<file path="src/design/tpl_params.svh">
// constants for the twisted-pair link, polarity and sleep controller
`ifndef TPL_PARAMS_SVH
`define TPL_PARAMS_SVH

// -----------------------------------------------------------------
// register byte offsets
// -----------------------------------------------------------------
`define TPL_OFS_MODE 8'h00
`define TPL_OFS_TEST 8'h04
`define TPL_OFS_MISC 8'h08
`define TPL_OFS_LED 8'h0C
`define TPL_OFS_STAT 8'h10

// -----------------------------------------------------------------
// field positions
// -----------------------------------------------------------------
`define TPL_MODE_PORT_LO 0
`define TPL_MODE_PORT_HI 1
`define TPL_MODE_LNKDIS 2
`define TPL_MODE_LOWTHR 3
`define TPL_TEST_BABBLE 1
`define TPL_MISC_WAKE 0
`define TPL_LED_LNKEN 0
`define TPL_LED_POLEN 1
`define TPL_STAT_INV 0
`define TPL_STAT_PASS 1
`define TPL_STAT_ARMED 2
`define TPL_STAT_SNOOZE 3
`define TPL_STAT_COMA 4

// -----------------------------------------------------------------
// reset values and codes
// -----------------------------------------------------------------
`define TPL_MODE_RST 4'h0
`define TPL_MISC_RST 1'h0
`define TPL_LED_RST 2'h0
`define TPL_PORT_TP 2'h1

// -----------------------------------------------------------------
// timing: figures as printed, counts derived in the module
// -----------------------------------------------------------------
`define TPL_CLK_HZ 25000000
`define TPL_PULSE_MIN_NS 60
`define TPL_PULSE_MAX_NS 200
`define TPL_BIT_NS 100
`define TPL_COL_EXT_BITS 2
`define TPL_PD_HOLD_US 10
`define TPL_JAB_MS 20
`define TPL_UNJAB_MS 250
`define TPL_LOSS_MS 100
`define TPL_LP_PERIOD_MS 16
`define TPL_PASS_PULSES 5
`define TPL_BLANK_CYC 8

`endif

</file>
<file path="src/design/tpl_pkg.sv">
// types shared by the twisted-pair link, polarity and sleep controller
package tpl_pkg;

  typedef enum logic [1:0] {
    LS_RESET,
    LS_FAIL,
    LS_PASS
  } tpl_link_t;

  typedef enum logic [2:0] {
    SL_NETWORK_WAKE_ENABLE,
    SL_WAIT_GNT,
    SL_DROP,
    SL_SRST,
    SL_COMA,
    SL_SNOOZE
  } tpl_sleep_t;

endpackage : tpl_pkg

</file>
<file path="src/design/tpl_link_polarity_sleep_ctrl.sv">
// twisted-pair link, receive polarity, jabber and sleep control
`timescale 1ns/1ps
`include "tpl_params.svh"

// Operation
// RQ1: arm polarity detection after hard reset or link fail entry.
// RQ2: in link fail accept both pulse signs; exit after 5 same-sign pulses.
// RQ3: link pass takes polarity of last pulses, then accepts only that sign.
// RQ4: a link pulse qualifies when its main excursion lasts 60 to 200 ns.
// RQ5: stay armed until two consecutive valid-delimiter frames agree.
// RQ6: first valid-delimiter frame sets polarity regardless of prior state.
// RQ7: agreement locks; disagreement adopts newest; invalid delimiters ignored.
// RQ8: once locked, detection stays off until link fail or hard reset.
// RQ9: inverted-input flag readable by software, routable to an LED.
// RQ10: start in link fail; selecting twisted pair forces fail; indicators off.
// RQ11: collision while both pairs active, extended two bit times after.
// RQ12: heartbeat test disabled while twisted pair is selected.
// RQ13: overlong transmission disables driver, sets lockout flag, asserts col.
// RQ14: after transmit removed, wait unjab time, then release and re-enable.
// RQ15: hard reset, coma or deselection reset and power down the transceiver.
// RQ16: after power-down ends hold reset 10 us, then link fail.
// RQ17: sleep pin low enters coma or snooze; register I/O gets aborted. The code aborts only mode and test register accesses.
// RQ18: snooze keeps reception, stops link pulses, only link output works.
// RQ19: snooze shows good link only when its LED enable bit is set.
// RQ20: with bus request active, wait grant, drop request, then sleep.
// RQ21: soft reset before sleep; configuration registers stay unchanged.
// RQ22: system asserts sleep no sooner than three clocks after reset.
// RQ23: with link check on, no pulses and no data causes link fail.
module tpl_link_polarity_sleep_ctrl #(
  parameter int JAB_MS = `TPL_JAB_MS,
  parameter int UNJAB_MS = `TPL_UNJAB_MS,
  parameter int LOSS_MS = `TPL_LOSS_MS,
  parameter int LP_PERIOD_MS = `TPL_LP_PERIOD_MS
) (
  input wire logic clk_in,
  input wire logic sys_rst_in,
  input wire logic wb_cyc_in,
  input wire logic wb_stb_in,
  input wire logic wb_we_in,
  input wire logic [7:0] wb_adr_in,
  input wire logic [3:0] wb_sel_in,
  input wire logic [31:0] wb_dat_in,
  output logic [31:0] wb_dat_out,
  output logic wb_ack_out,
  output logic wb_err_out,
  input wire logic rx_pos_in,
  input wire logic rx_neg_in,
  input wire logic rx_active_in,
  input wire logic rx_frame_end_in,
  input wire logic rx_delim_valid_in,
  input wire logic rx_delim_inv_in,
  input wire logic tx_request_in,
  input wire logic bus_want_in,
  input wire logic sleep_n_in,
  input wire logic gnt_n_in,
  output logic req_n_out,
  output logic tx_enable_out,
  output logic link_pulse_out,
  output logic rx_invert_out,
  output logic rx_enable_out,
  output logic rx_low_thresh_out,
  output logic tp_power_down_out,
  output logic heartbeat_test_en_out,
  output logic transmit_activity_out,
  output logic receive_activity_out,
  output logic collision_out,
  output logic link_good_output_out,
  output logic inverted_input_flag_out,
  output logic pol_led_out,
  output logic soft_reset_out
);

  // -----------------------------------------------------------------
  // derived cycle counts
  // -----------------------------------------------------------------
  localparam int CLK_KHZ = `TPL_CLK_HZ / 1000;
  localparam int PER_NS = 1000000000 / `TPL_CLK_HZ;
  localparam int PMIN_CYC = (`TPL_PULSE_MIN_NS + PER_NS - 1) / PER_NS;
  localparam int PMAX_CYC = `TPL_PULSE_MAX_NS / PER_NS;
  localparam int CEXT_CYC =
    (`TPL_COL_EXT_BITS * `TPL_BIT_NS + PER_NS - 1) / PER_NS;
  localparam int HOLD_CYC = `TPL_PD_HOLD_US * (CLK_KHZ / 1000);
  localparam int JAB_CYC = JAB_MS * CLK_KHZ;
  localparam int UNJAB_CYC = UNJAB_MS * CLK_KHZ;
  localparam int LOSS_CYC = LOSS_MS * CLK_KHZ;
  localparam int LP_CYC = LP_PERIOD_MS * CLK_KHZ;

  // -----------------------------------------------------------------
  // pin synchronisers: three stages, change accepted when 2 and 3 agree
  // -----------------------------------------------------------------
  logic [3:0] pin_raw;
  logic [3:0] sync1_q;
  logic [3:0] sync2_q;
  logic [3:0] sync3_q;
  logic [3:0] pin_q;

  assign pin_raw = {gnt_n_in, sleep_n_in, rx_neg_in, rx_pos_in};

  always_ff @(posedge clk_in)
  begin
    if (sys_rst_in)
    begin
      sync1_q <= 4'hC;
      sync2_q <= 4'hC;
      sync3_q <= 4'hC;
      pin_q <= 4'hC;
    end
    else
    begin
      sync1_q <= pin_raw;
      sync2_q <= sync1_q;
      sync3_q <= sync2_q;
      for (int i = 0; i < 4; i++)
      begin
        if (sync2_q[i] == sync3_q[i])
          pin_q[i] <= sync3_q[i];
      end
    end
  end

  // -----------------------------------------------------------------
  // registers
  // -----------------------------------------------------------------
  logic [3:0] mode_reg_q;
  logic babble_lockout_flag_q;
  logic network_wake_enable_q;
  logic [1:0] led_config_reg_q;
  logic wb_req;
  logic wb_wr;
  logic csr_hit;
  logic asleep;
  logic tp_sel;
  logic pd;
  logic jab_set;
  tpl_pkg::tpl_sleep_t sleep_q;
  tpl_pkg::tpl_link_t link_q;
  logic inv_q;
  logic armed_q;

  assign tp_sel = mode_reg_q[`TPL_MODE_PORT_HI:`TPL_MODE_PORT_LO]
                  == `TPL_PORT_TP;
  assign asleep = sleep_q != tpl_pkg::SL_NETWORK_WAKE_ENABLE;
  assign wb_req = wb_cyc_in & wb_stb_in & ~wb_ack_out & ~wb_err_out;
  assign wb_wr = wb_req & wb_we_in & wb_sel_in[0];
  assign csr_hit = wb_adr_in == `TPL_OFS_MODE
                   || wb_adr_in == `TPL_OFS_TEST;

  // soft reset clears only the lockout flag
  always_ff @(posedge clk_in)
  begin
    if (sys_rst_in)
      mode_reg_q <= `TPL_MODE_RST;
    else if (wb_wr && !asleep && wb_adr_in == `TPL_OFS_MODE)
      mode_reg_q <= wb_dat_in[3:0];
  end

  // lockout flag: hardware set wins over write-one-to-clear
  always_ff @(posedge clk_in)
  begin
    if (sys_rst_in || soft_reset_out)
      babble_lockout_flag_q <= 1'h0;
    else if (jab_set)
      babble_lockout_flag_q <= 1'h1; // [RQ13]
    else if (wb_wr && !asleep && wb_adr_in == `TPL_OFS_TEST
             && wb_dat_in[`TPL_TEST_BABBLE])
      babble_lockout_flag_q <= 1'h0;
  end

  always_ff @(posedge clk_in)
  begin
    if (sys_rst_in)
    begin
      network_wake_enable_q <= `TPL_MISC_RST;
      led_config_reg_q <= `TPL_LED_RST;
    end
    else if (wb_wr && wb_adr_in == `TPL_OFS_MISC)
      network_wake_enable_q <= wb_dat_in[`TPL_MISC_WAKE];
    else if (wb_wr && wb_adr_in == `TPL_OFS_LED)
      led_config_reg_q <= wb_dat_in[1:0];
  end

  // -----------------------------------------------------------------
  // wishbone answer: one cycle after the request, mode and test accesses aborted while asleep
  // -----------------------------------------------------------------
  always_ff @(posedge clk_in)
  begin
    if (sys_rst_in)
    begin
      wb_ack_out <= 1'h0;
      wb_err_out <= 1'h0;
      wb_dat_out <= 32'h0;
    end
    else
    begin
      wb_ack_out <= wb_req && !(asleep && csr_hit);
      wb_err_out <= wb_req && asleep && csr_hit; // [RQ17]
      wb_dat_out <= 32'h0;
      if (wb_req && !wb_we_in && !(asleep && csr_hit))
      begin
        unique case (wb_adr_in)
          `TPL_OFS_MODE: wb_dat_out[3:0] <= mode_reg_q;
          `TPL_OFS_TEST:
            wb_dat_out[`TPL_TEST_BABBLE] <= babble_lockout_flag_q;
          `TPL_OFS_MISC:
            wb_dat_out[`TPL_MISC_WAKE] <= network_wake_enable_q;
          `TPL_OFS_LED: wb_dat_out[1:0] <= led_config_reg_q;
          `TPL_OFS_STAT:
          begin
            wb_dat_out[`TPL_STAT_INV] <= inv_q; // [RQ9]
            wb_dat_out[`TPL_STAT_PASS] <= link_q == tpl_pkg::LS_PASS;
            wb_dat_out[`TPL_STAT_ARMED] <= armed_q;
            wb_dat_out[`TPL_STAT_SNOOZE] <= sleep_q == tpl_pkg::SL_SNOOZE;
            wb_dat_out[`TPL_STAT_COMA] <= sleep_q == tpl_pkg::SL_COMA;
          end
          default: wb_dat_out <= 32'h0;
        endcase
      end
    end
  end

  // -----------------------------------------------------------------
  // sleep sequencing
  // -----------------------------------------------------------------
  always_ff @(posedge clk_in)
  begin
    if (sys_rst_in)
      sleep_q <= tpl_pkg::SL_NETWORK_WAKE_ENABLE;
    else
    begin
      unique case (sleep_q)
        tpl_pkg::SL_NETWORK_WAKE_ENABLE:
          if (!pin_q[2])
            sleep_q <= !req_n_out ? tpl_pkg::SL_WAIT_GNT
                                  : tpl_pkg::SL_SRST;
        tpl_pkg::SL_WAIT_GNT:
          if (!pin_q[3])
            sleep_q <= tpl_pkg::SL_DROP; // [RQ20]
        tpl_pkg::SL_DROP:
          sleep_q <= tpl_pkg::SL_SRST;
        tpl_pkg::SL_SRST:
          sleep_q <= (network_wake_enable_q && tp_sel)
                     ? tpl_pkg::SL_SNOOZE : tpl_pkg::SL_COMA; // [RQ18]
        tpl_pkg::SL_COMA, tpl_pkg::SL_SNOOZE:
          if (pin_q[2])
            sleep_q <= tpl_pkg::SL_NETWORK_WAKE_ENABLE;
        default: sleep_q <= tpl_pkg::SL_NETWORK_WAKE_ENABLE;
      endcase
    end
  end

  // request is dropped once the grant arrives and held off while asleep
  always_ff @(posedge clk_in)
  begin
    if (sys_rst_in)
      req_n_out <= 1'h1;
    else if (sleep_q == tpl_pkg::SL_WAIT_GNT)
      req_n_out <= pin_q[3] ? 1'h0 : 1'h1; // [RQ20]
    else
      req_n_out <= !(bus_want_in && sleep_q == tpl_pkg::SL_NETWORK_WAKE_ENABLE
                     && (pin_q[2] || !req_n_out));
  end

  always_ff @(posedge clk_in)
  begin
    if (sys_rst_in)
      soft_reset_out <= 1'h0;
    else
      soft_reset_out <= sleep_q == tpl_pkg::SL_DROP
                        || (sleep_q == tpl_pkg::SL_NETWORK_WAKE_ENABLE && !pin_q[2]
                            && req_n_out); // [RQ21]
  end

  // -----------------------------------------------------------------
  // power down and reset hold
  // -----------------------------------------------------------------
  logic [7:0] hold_q;
  logic in_fail_entry;

  assign pd = sleep_q == tpl_pkg::SL_COMA || !tp_sel; // [RQ15]

  // -----------------------------------------------------------------
  // link pulse qualifier, one lane per sign
  // -----------------------------------------------------------------
  logic [1:0] pulse_ok;
  logic [3:0] blank_q;

  for (genvar g = 0; g < 2; g++)
  begin : g_lane
    logic lvl_q;
    logic [2:0] wid_q;

    always_ff @(posedge clk_in)
    begin
      if (sys_rst_in || pd)
      begin
        lvl_q <= 1'h0;
        wid_q <= 3'h0;
      end
      else
      begin
        lvl_q <= pin_q[g];
        if (pin_q[g] && wid_q != 3'h7)
          wid_q <= wid_q + 3'h1;
        else if (!pin_q[g])
          wid_q <= 3'h0;
      end
    end

    // excursion ends: width must sit inside the allowed window
    assign pulse_ok[g] = lvl_q && !pin_q[g]
                         && int'(wid_q) >= PMIN_CYC
                         && int'(wid_q) <= PMAX_CYC
                         && (blank_q == 4'h0); // [RQ4]
  end

  // a trailing opposite excursion must not count as a second pulse
  always_ff @(posedge clk_in)
  begin
    if (sys_rst_in || pd)
      blank_q <= 4'h0;
    else if (|pulse_ok)
      blank_q <= 4'(`TPL_BLANK_CYC);
    else if (blank_q != 4'h0 && !pin_q[0] && !pin_q[1])
      blank_q <= blank_q - 4'h1;
  end

  // -----------------------------------------------------------------
  // link state
  // -----------------------------------------------------------------
  logic [2:0] run_q;
  logic run_inv_q;
  logic pulse_any;
  logic pulse_inv;
  logic [23:0] loss_q;
  logic frame_ok;
  logic link_ok;

  assign pulse_any = |pulse_ok;
  assign pulse_inv = pulse_ok[1];
  assign frame_ok = rx_frame_end_in && rx_delim_valid_in;
  assign in_fail_entry = link_q == tpl_pkg::LS_PASS && !mode_reg_q[2]
                         && int'(loss_q) >= LOSS_CYC - 1; // [RQ23]
  assign link_ok = link_q == tpl_pkg::LS_PASS
                   || (link_q == tpl_pkg::LS_FAIL && mode_reg_q[2]);

  always_ff @(posedge clk_in)
  begin
    if (sys_rst_in || pd)
    begin
      link_q <= tpl_pkg::LS_RESET; // [RQ15]
      hold_q <= 8'h0;
      run_q <= 3'h0;
      run_inv_q <= 1'h0;
    end
    else
    begin
      unique case (link_q)
        tpl_pkg::LS_RESET:
        begin
          hold_q <= hold_q + 8'h1;
          if (int'(hold_q) >= HOLD_CYC - 1)
            link_q <= tpl_pkg::LS_FAIL; // [RQ16] [RQ10]
        end
        tpl_pkg::LS_FAIL:
        begin
          if (pulse_any)
          begin
            run_inv_q <= pulse_inv; // [RQ2]
            run_q <= (run_q != 3'h0 && pulse_inv == run_inv_q)
                     ? run_q + 3'h1 : 3'h1;
            if (run_q == 3'(`TPL_PASS_PULSES - 1)
                && pulse_inv == run_inv_q)
              link_q <= tpl_pkg::LS_PASS; // [RQ2]
          end
          else if (frame_ok)
            link_q <= tpl_pkg::LS_PASS; // [RQ16]
        end
        tpl_pkg::LS_PASS:
        begin
          run_q <= 3'h0;
          if (in_fail_entry)
            link_q <= tpl_pkg::LS_FAIL; // [RQ23]
        end
        default: link_q <= tpl_pkg::LS_RESET;
      endcase
    end
  end

  // link loss timer restarts on pulses of the accepted sign or data
  always_ff @(posedge clk_in)
  begin
    if (sys_rst_in || pd || link_q != tpl_pkg::LS_PASS)
      loss_q <= 24'h0;
    else if ((pulse_any && pulse_inv == inv_q) || rx_active_in) // [RQ3]
      loss_q <= 24'h0;
    else if (!in_fail_entry)
      loss_q <= loss_q + 24'h1;
    else
      loss_q <= 24'h0;
  end

  // -----------------------------------------------------------------
  // receive polarity
  // -----------------------------------------------------------------
  logic etd_seen_q;
  logic etd_inv_q;

  always_ff @(posedge clk_in)
  begin
    if (sys_rst_in || pd || link_q == tpl_pkg::LS_FAIL)
    begin
      armed_q <= 1'h1; // [RQ1] [RQ8]
      etd_seen_q <= 1'h0;
      etd_inv_q <= 1'h0;
    end
    else if (armed_q && frame_ok)
    begin
      etd_seen_q <= 1'h1;
      etd_inv_q <= rx_delim_inv_in; // [RQ7]
      if (etd_seen_q && rx_delim_inv_in == etd_inv_q)
        armed_q <= 1'h0; // [RQ5] [RQ8]
    end
  end

  always_ff @(posedge clk_in)
  begin
    if (sys_rst_in || pd)
      inv_q <= 1'h0;
    else if (link_q == tpl_pkg::LS_FAIL && pulse_any
             && run_q == 3'(`TPL_PASS_PULSES - 1)
             && pulse_inv == run_inv_q)
      inv_q <= pulse_inv; // [RQ3] [RQ1]
    else if (armed_q && frame_ok)
      inv_q <= rx_delim_inv_in; // [RQ6] [RQ7]
  end

  // -----------------------------------------------------------------
  // jabber and collision
  // -----------------------------------------------------------------
  logic [23:0] jab_q;
  logic jabbed_q;
  logic [2:0] cext_q;
  logic both_act;

  assign jab_set = !jabbed_q && tx_request_in && link_ok
                   && int'(jab_q) >= JAB_CYC - 1;
  assign both_act = link_ok && tx_request_in && rx_active_in && !jabbed_q;

  always_ff @(posedge clk_in)
  begin
    if (sys_rst_in || pd)
    begin
      jab_q <= 24'h0;
      jabbed_q <= 1'h0;
    end
    else if (!jabbed_q)
    begin
      jab_q <= (tx_request_in && link_ok) ? jab_q + 24'h1 : 24'h0;
      if (jab_set)
      begin
        jabbed_q <= 1'h1; // [RQ13]
        jab_q <= 24'h0;
      end
    end
    else if (tx_request_in)
      jab_q <= 24'h0;
    else if (int'(jab_q) >= UNJAB_CYC - 1)
    begin
      jabbed_q <= 1'h0; // [RQ14]
      jab_q <= 24'h0;
    end
    else
      jab_q <= jab_q + 24'h1;
  end

  always_ff @(posedge clk_in)
  begin
    if (sys_rst_in || pd)
      cext_q <= 3'h0;
    else if (both_act)
      cext_q <= 3'(CEXT_CYC); // [RQ11]
    else if (cext_q != 3'h0)
      cext_q <= cext_q - 3'h1;
  end

  // -----------------------------------------------------------------
  // link pulse generator
  // -----------------------------------------------------------------
  logic [23:0] lp_q;

  always_ff @(posedge clk_in)
  begin
    if (sys_rst_in || pd || sleep_q == tpl_pkg::SL_SNOOZE
        || tx_request_in) // [RQ18]
      lp_q <= 24'h0;
    else if (int'(lp_q) >= LP_CYC - 1)
      lp_q <= 24'h0;
    else
      lp_q <= lp_q + 24'h1;
  end

  // -----------------------------------------------------------------
  // registered outputs
  // -----------------------------------------------------------------
  logic live;

  assign live = !pd && sleep_q != tpl_pkg::SL_SNOOZE;

  always_ff @(posedge clk_in)
  begin
    if (sys_rst_in)
    begin
      tx_enable_out <= 1'h0;
      link_pulse_out <= 1'h0;
      rx_invert_out <= 1'h0;
      rx_enable_out <= 1'h0;
      rx_low_thresh_out <= 1'h0;
      tp_power_down_out <= 1'h1;
      heartbeat_test_en_out <= 1'h1;
      transmit_activity_out <= 1'h0;
      receive_activity_out <= 1'h0;
      collision_out <= 1'h0;
      link_good_output_out <= 1'h0;
      inverted_input_flag_out <= 1'h0;
      pol_led_out <= 1'h0;
    end
    else
    begin
      tx_enable_out <= live && link_ok && !jabbed_q && tx_request_in;
      link_pulse_out <= live && int'(lp_q) == LP_CYC - 1;
      rx_invert_out <= !pd && inv_q;
      rx_enable_out <= !pd; // [RQ18]
      rx_low_thresh_out <= mode_reg_q[`TPL_MODE_LOWTHR];
      tp_power_down_out <= pd; // [RQ15]
      heartbeat_test_en_out <= !tp_sel; // [RQ12]
      transmit_activity_out <= live && link_ok && tx_request_in; // [RQ10]
      receive_activity_out <= live && link_ok && rx_active_in;
      collision_out <= live && (both_act || cext_q != 3'h0
                                || jabbed_q); // [RQ11] [RQ13] [RQ14]
      link_good_output_out <= !pd && link_q == tpl_pkg::LS_PASS
                              && (sleep_q != tpl_pkg::SL_SNOOZE
                                  || led_config_reg_q[0]); // [RQ19]
      inverted_input_flag_out <= live && inv_q; // [RQ9]
      pol_led_out <= live && inv_q && led_config_reg_q[1];
    end
  end

endmodule : tpl_link_polarity_sleep_ctrl

</file>
<file path="config.mk">
export PLATFORM = sky130hd
export DESIGN_NAME = tpl_link_polarity_sleep_ctrl
export DESIGN_NICKNAME = d
export VERILOG_FILES = /design/src/design/tpl_pkg.sv /design/src/design/tpl_link_polarity_sleep_ctrl.sv
export VERILOG_INCLUDE_DIRS = /design/src /design/src/design
export SDC_FILE = /design/constraint.sdc
export NUM_CORES = 1
export LEC_CHECK = 0
export BUFFER_PORTS_ARGS = -buffer_cell sky130_fd_sc_hd__buf_4
export CORE_MARGIN = 3
export CORE_UTILIZATION = 40
export CTS_BUF_LIST = sky130_fd_sc_hd__clkbuf_2 sky130_fd_sc_hd__clkbuf_4 sky130_fd_sc_hd__clkbuf_8
export DETAILED_ROUTE_END_ITERATION = 10
export GPL_TIMING_DRIVEN = 0
export PLACE_DENSITY = 0.67
export SYNTH_ARGS = -nofsm -noshare
export SYNTH_HDL_FRONTEND = slang
export SYNTH_SLANG_ARGS = --single-unit
</file>
<file path="constraint.sdc">
create_clock -name clk_in -period 2 [get_ports clk_in]
set_input_delay 0.1 -clock clk_in [delete_from_list [all_inputs] [get_ports clk_in]]
set_output_delay 0.1 -clock clk_in [all_outputs]
set_load 0.01 [all_outputs]
</file>
==> summary.txt <==
Routing
  • Routed len/inst: 13.1 um
  • Routed WL: 14900 um
  • Drt via density: 5.01
  • WL met1: 6960 um
  • DR iter-0 viols: 241
  • # DRC: 0
  • Detailed Routing Iterations Pass 1: 5
  • Antenna-violating nets left: 0
  • Met3 wire len: 606 um
  • Top sig layer: met4
  • Via count: 5709
  • WL met2: 7120 um

Yosys
  • Synth top area share: 0.444
  • Yosys reg bits: 155
  • Area leader, netlist: dfxtp_1
  • Distinct cells, synth: 66
  • Post-Syn Area per Cell: 8.99 sq um
  • Synth Flop Type: dfxtp_1
  • Post-synth EDFFs: 0
  • Mapped Area: 6990 sq um
  • Synth warn: 0
  • Synthesized instance count: 778
  • Ranking of synthesized cells by area: dfxtp_1 (44%), xor2_1 (5.8%), nor2_1 (4.5%)
  • Sequential-to-total area share from yosys stat: 0.444
  • Async set-reset flop share out of synthesis: 0

CTS
  • CTS tree: yes
  • Reg clk slew, reported paths: 0.08 ns
  • Max clock buf depth: 2
  • Num CTS Buffers: 17
  • Clock Latency Late Sink: 0.45 ns
  • CTS sink cnt: 155
  • H-tree depth: 4
  • Root buf cell: clkbuf_8

Layout
  • Number of fill cells: 1583
  • Area grow syn2layout: 25.8%
  • Layout cells sized above 1: 0.221
  • Final Core Density: 0.523
  • Nets: 984
  • Most common cell after layout, fill and taps aside: dfxtp_1
  • # diodes: 0
  • Most frequent cells in the layout: dfxtp_1 (148), buf_4 (86), nor2_1 (83), nand2_1 (53), xor2_1 (46)
  • Non-Filler Instances: 1140

Timing
  • Hold Slack: 0.0400 ns
  • Top achievable clock speed: 499 MHz
  • Slew margin rel.: 0.499
  • Endpoints failing setup: 1
  • Final Max Tran Viols: 0
  • Hold Violations, Final: 0
  • PnR worst setup slack: -0.00421 ns
  • Tcrit/Tclk final: 1.00
  • Setup tns final: -0.00421 ns
  • Fin crit period: 2.00 ns
  • Worst-Margin Slew: 0.745 ns
  • Fin Clk Skew: 0.0150 ns
  • RSZ-0062 raised after global routing: true

Power and ir drop
  • Reg power frac: 0.553
  • Maximum vdd drop: 589 uV
  • Switching Share: 0.222
  • Clock share of power: 0.411
  • Internal Power: 4.38 mW
  • Gate power share: 0.036
  • Power density over cell area: 639 nW/um^2
  • Switching power: 1.25 mW
  • Standby leakage power: 3.32 nW

GRT
  • Largest net degree at the start of global routing: 17
  • Number of global-route vias before repair: 5252
  • Global-route wire length before repair: 24300 um
  • GRT Total Usage: 0.151
  • GRT overflow: 0
  • Initial antenna violation count: 0

Min path
  • Worst hold path type: primary input to flip-flop
  • WHS Path Cells: 4

Status
  • Status: finished with violations
  • Failing checks: setup timing

Setup path
  • Setup Crit Path Kind: flip-flop to flip-flop
  • Worst-path fanout max: 6
  • Slowest cell on the critical path: dfxtp_4
  • Setup crit end kind: flip-flop
  • Worst Reg-to-Reg Cells: 9
  • Largest stage delay, worst path: 0.39 ns
  • Data arrival time of the worst path: 2.38 ns
  • Crit path required time: 2.37 ns
  • Worst setup SP type: flip-flop
  • Worst-path cell chain: inv_4, ha_4, or3_4, o311ai_4, mux2i_2, o22ai_4, buf_12, clkbuf_16, nor3_2

Placed design
  • DP Cell Count: 1079
  • IO Port Bufs: 49
  • GP Congestion: 0.816
  • DP HPWL: 10400 um

Die
  • Io pins: 108
  • CORE AREA: 16800 sq um
  • FP Rows: 47
  • Die area: 19100 sq um
  • Starting Density: 0.416
  • Horiz. Die Dim: 138 um
  • Die height: 138 um

Job
  • Max-cap violations: 0
## routing by layer
metal,vias to the layer above,global-route usage
li1,2935,-
met1,2652,0.197
met2,94,0.245
met5,-,0
met4,0,0.0556
met3,28,0.0335
## worst paths after layout
path / from / to / slack [ns]
setup / recovery: g_lane[1].wid_q[0] / loss_q[14] / -0.004
hold / removal: wb_stb_in / wb_ack_out / 0.04
setup reg to reg: g_lane[1].wid_q[0] / loss_q[14] / -0.004
hold reg to reg: soft_reset_out / babble_lockout_flag_q / 0.41
## synthesized netlist by cell type (6+ instances only)
| cell | count |
|---|---|
| nand4_1 | 25 |
| xor2_1 | 46 |
| a211oi_1 | 28 |
| or4_1 | 7 |
| nand2b_1 | 6 |
| ha_1 | 17 |
| nor4_1 | 8 |
| nor3_1 | 42 |
| nand3_1 | 31 |
| or3_1 | 7 |
| and4_1 | 6 |
| dfxtp_1 | 155 |
| clkbuf_1 | 22 |
| nand2_1 | 53 |
| buf_4 | 27 |
| nor2_1 | 84 |
| or2_2 | 10 |
| and3_1 | 20 |
| inv_1 | 23 |
| nor2b_1 | 11 |
| o21ai_0 | 11 |
| xnor2_1 | 26 |
| and2_1 | 7 |
| mux2i_1 | 16 |
| a21oi_1 | 35 |
## registers in the layout, summed over array words and instances, names as in the netlist, 4 cells and up
signal	count
sync2_q	4
hold_q	8
blank_q	4
loss_q	24
sync3_q	4
lp_q	24
pin_q	4
jab_q	24
sync1_q	4
g_lane.wid_q	6
mode_reg_q	4
wb_dat_out	5
## final cells by class
| type | instances | area (sq um) | area share |
|---|---|---|---|
| clock buffers | 20 | 263 | 0.0299 |
| plain buffers | 53 | 353 | 0.0401 |
| clock inverters | 11 | 121 | 0.0138 |
| inverters | 24 | 92.6 | 0.0105 |
| repair buffers | 80 | 699 | 0.0796 |
| flip-flops and latches | 155 | 3110 | 0.354 |
| well taps | 220 | 275 | 0.0313 |
| multi-input cells | 577 | 3870 | 0.441 |
## power by group through the flow
stage / logic (mW) / clock network, mW / registers [mW]
CTS: 0.197 / 2.37 / 3.11
global placement: 0.165 / 0 / 3.18
detailed placement: 0.166 / 0 / 3.18
floorplan: 0.102 / 0 / 3.18
finish: 0.201 / 2.31 / 3.11
global route: 0.220 / 2.50 / 3.11
## through the flow
step	cell area, sq um	power (mW)	setup slack (ns)
6_report	8790	5.62	-0.00421
3_5_place_dp	7750	3.35	-0.388
2_1_floorplan	7110	3.28	0.0448
5_1_grt	8790	5.83	-0.0723
3_3_place_gp	7750	3.35	-0.368
4_1_cts	8440	5.67	0.000328
## critical path: cells and delay by family, from the launching register on
kind	cells	cell delay, ns
AO/OA/AOI/OAI	2	0.21
adder cells (fa/ha/maj)	1	0.14
AND/OR/NAND/NOR	2	0.52
buffers and inverters	3	0.35
multiplexers	1	0.32
flip-flops	1	0.39
## logic make-up after synthesis
logic type / Yosys count / synth area share
buffers and inverters: 78 / 0.0582
XOR/XNOR: 72 / 0.0902
adder cells (fa/ha/maj): 17 / 0.0304
multiplexers: 16 / 0.0229
flip-flops: 155 / 0.444
AO/OA/AOI/OAI: 109 / 0.110
AND/OR/NAND/NOR: 330 / 0.244
other: 1 / 0.000536
## repair_timing
item                                    in CTS  in global routing
buffers inserted                             5                  5
gates cloned                                 0                  2
pin swaps                                    3                 24
resized for setup                           20                 65
hold buffers                                19                  0
endpoints found under the setup margin      60                 80
hold endpoints to repair                    25                  0
(Power assumes the default switching activity.)
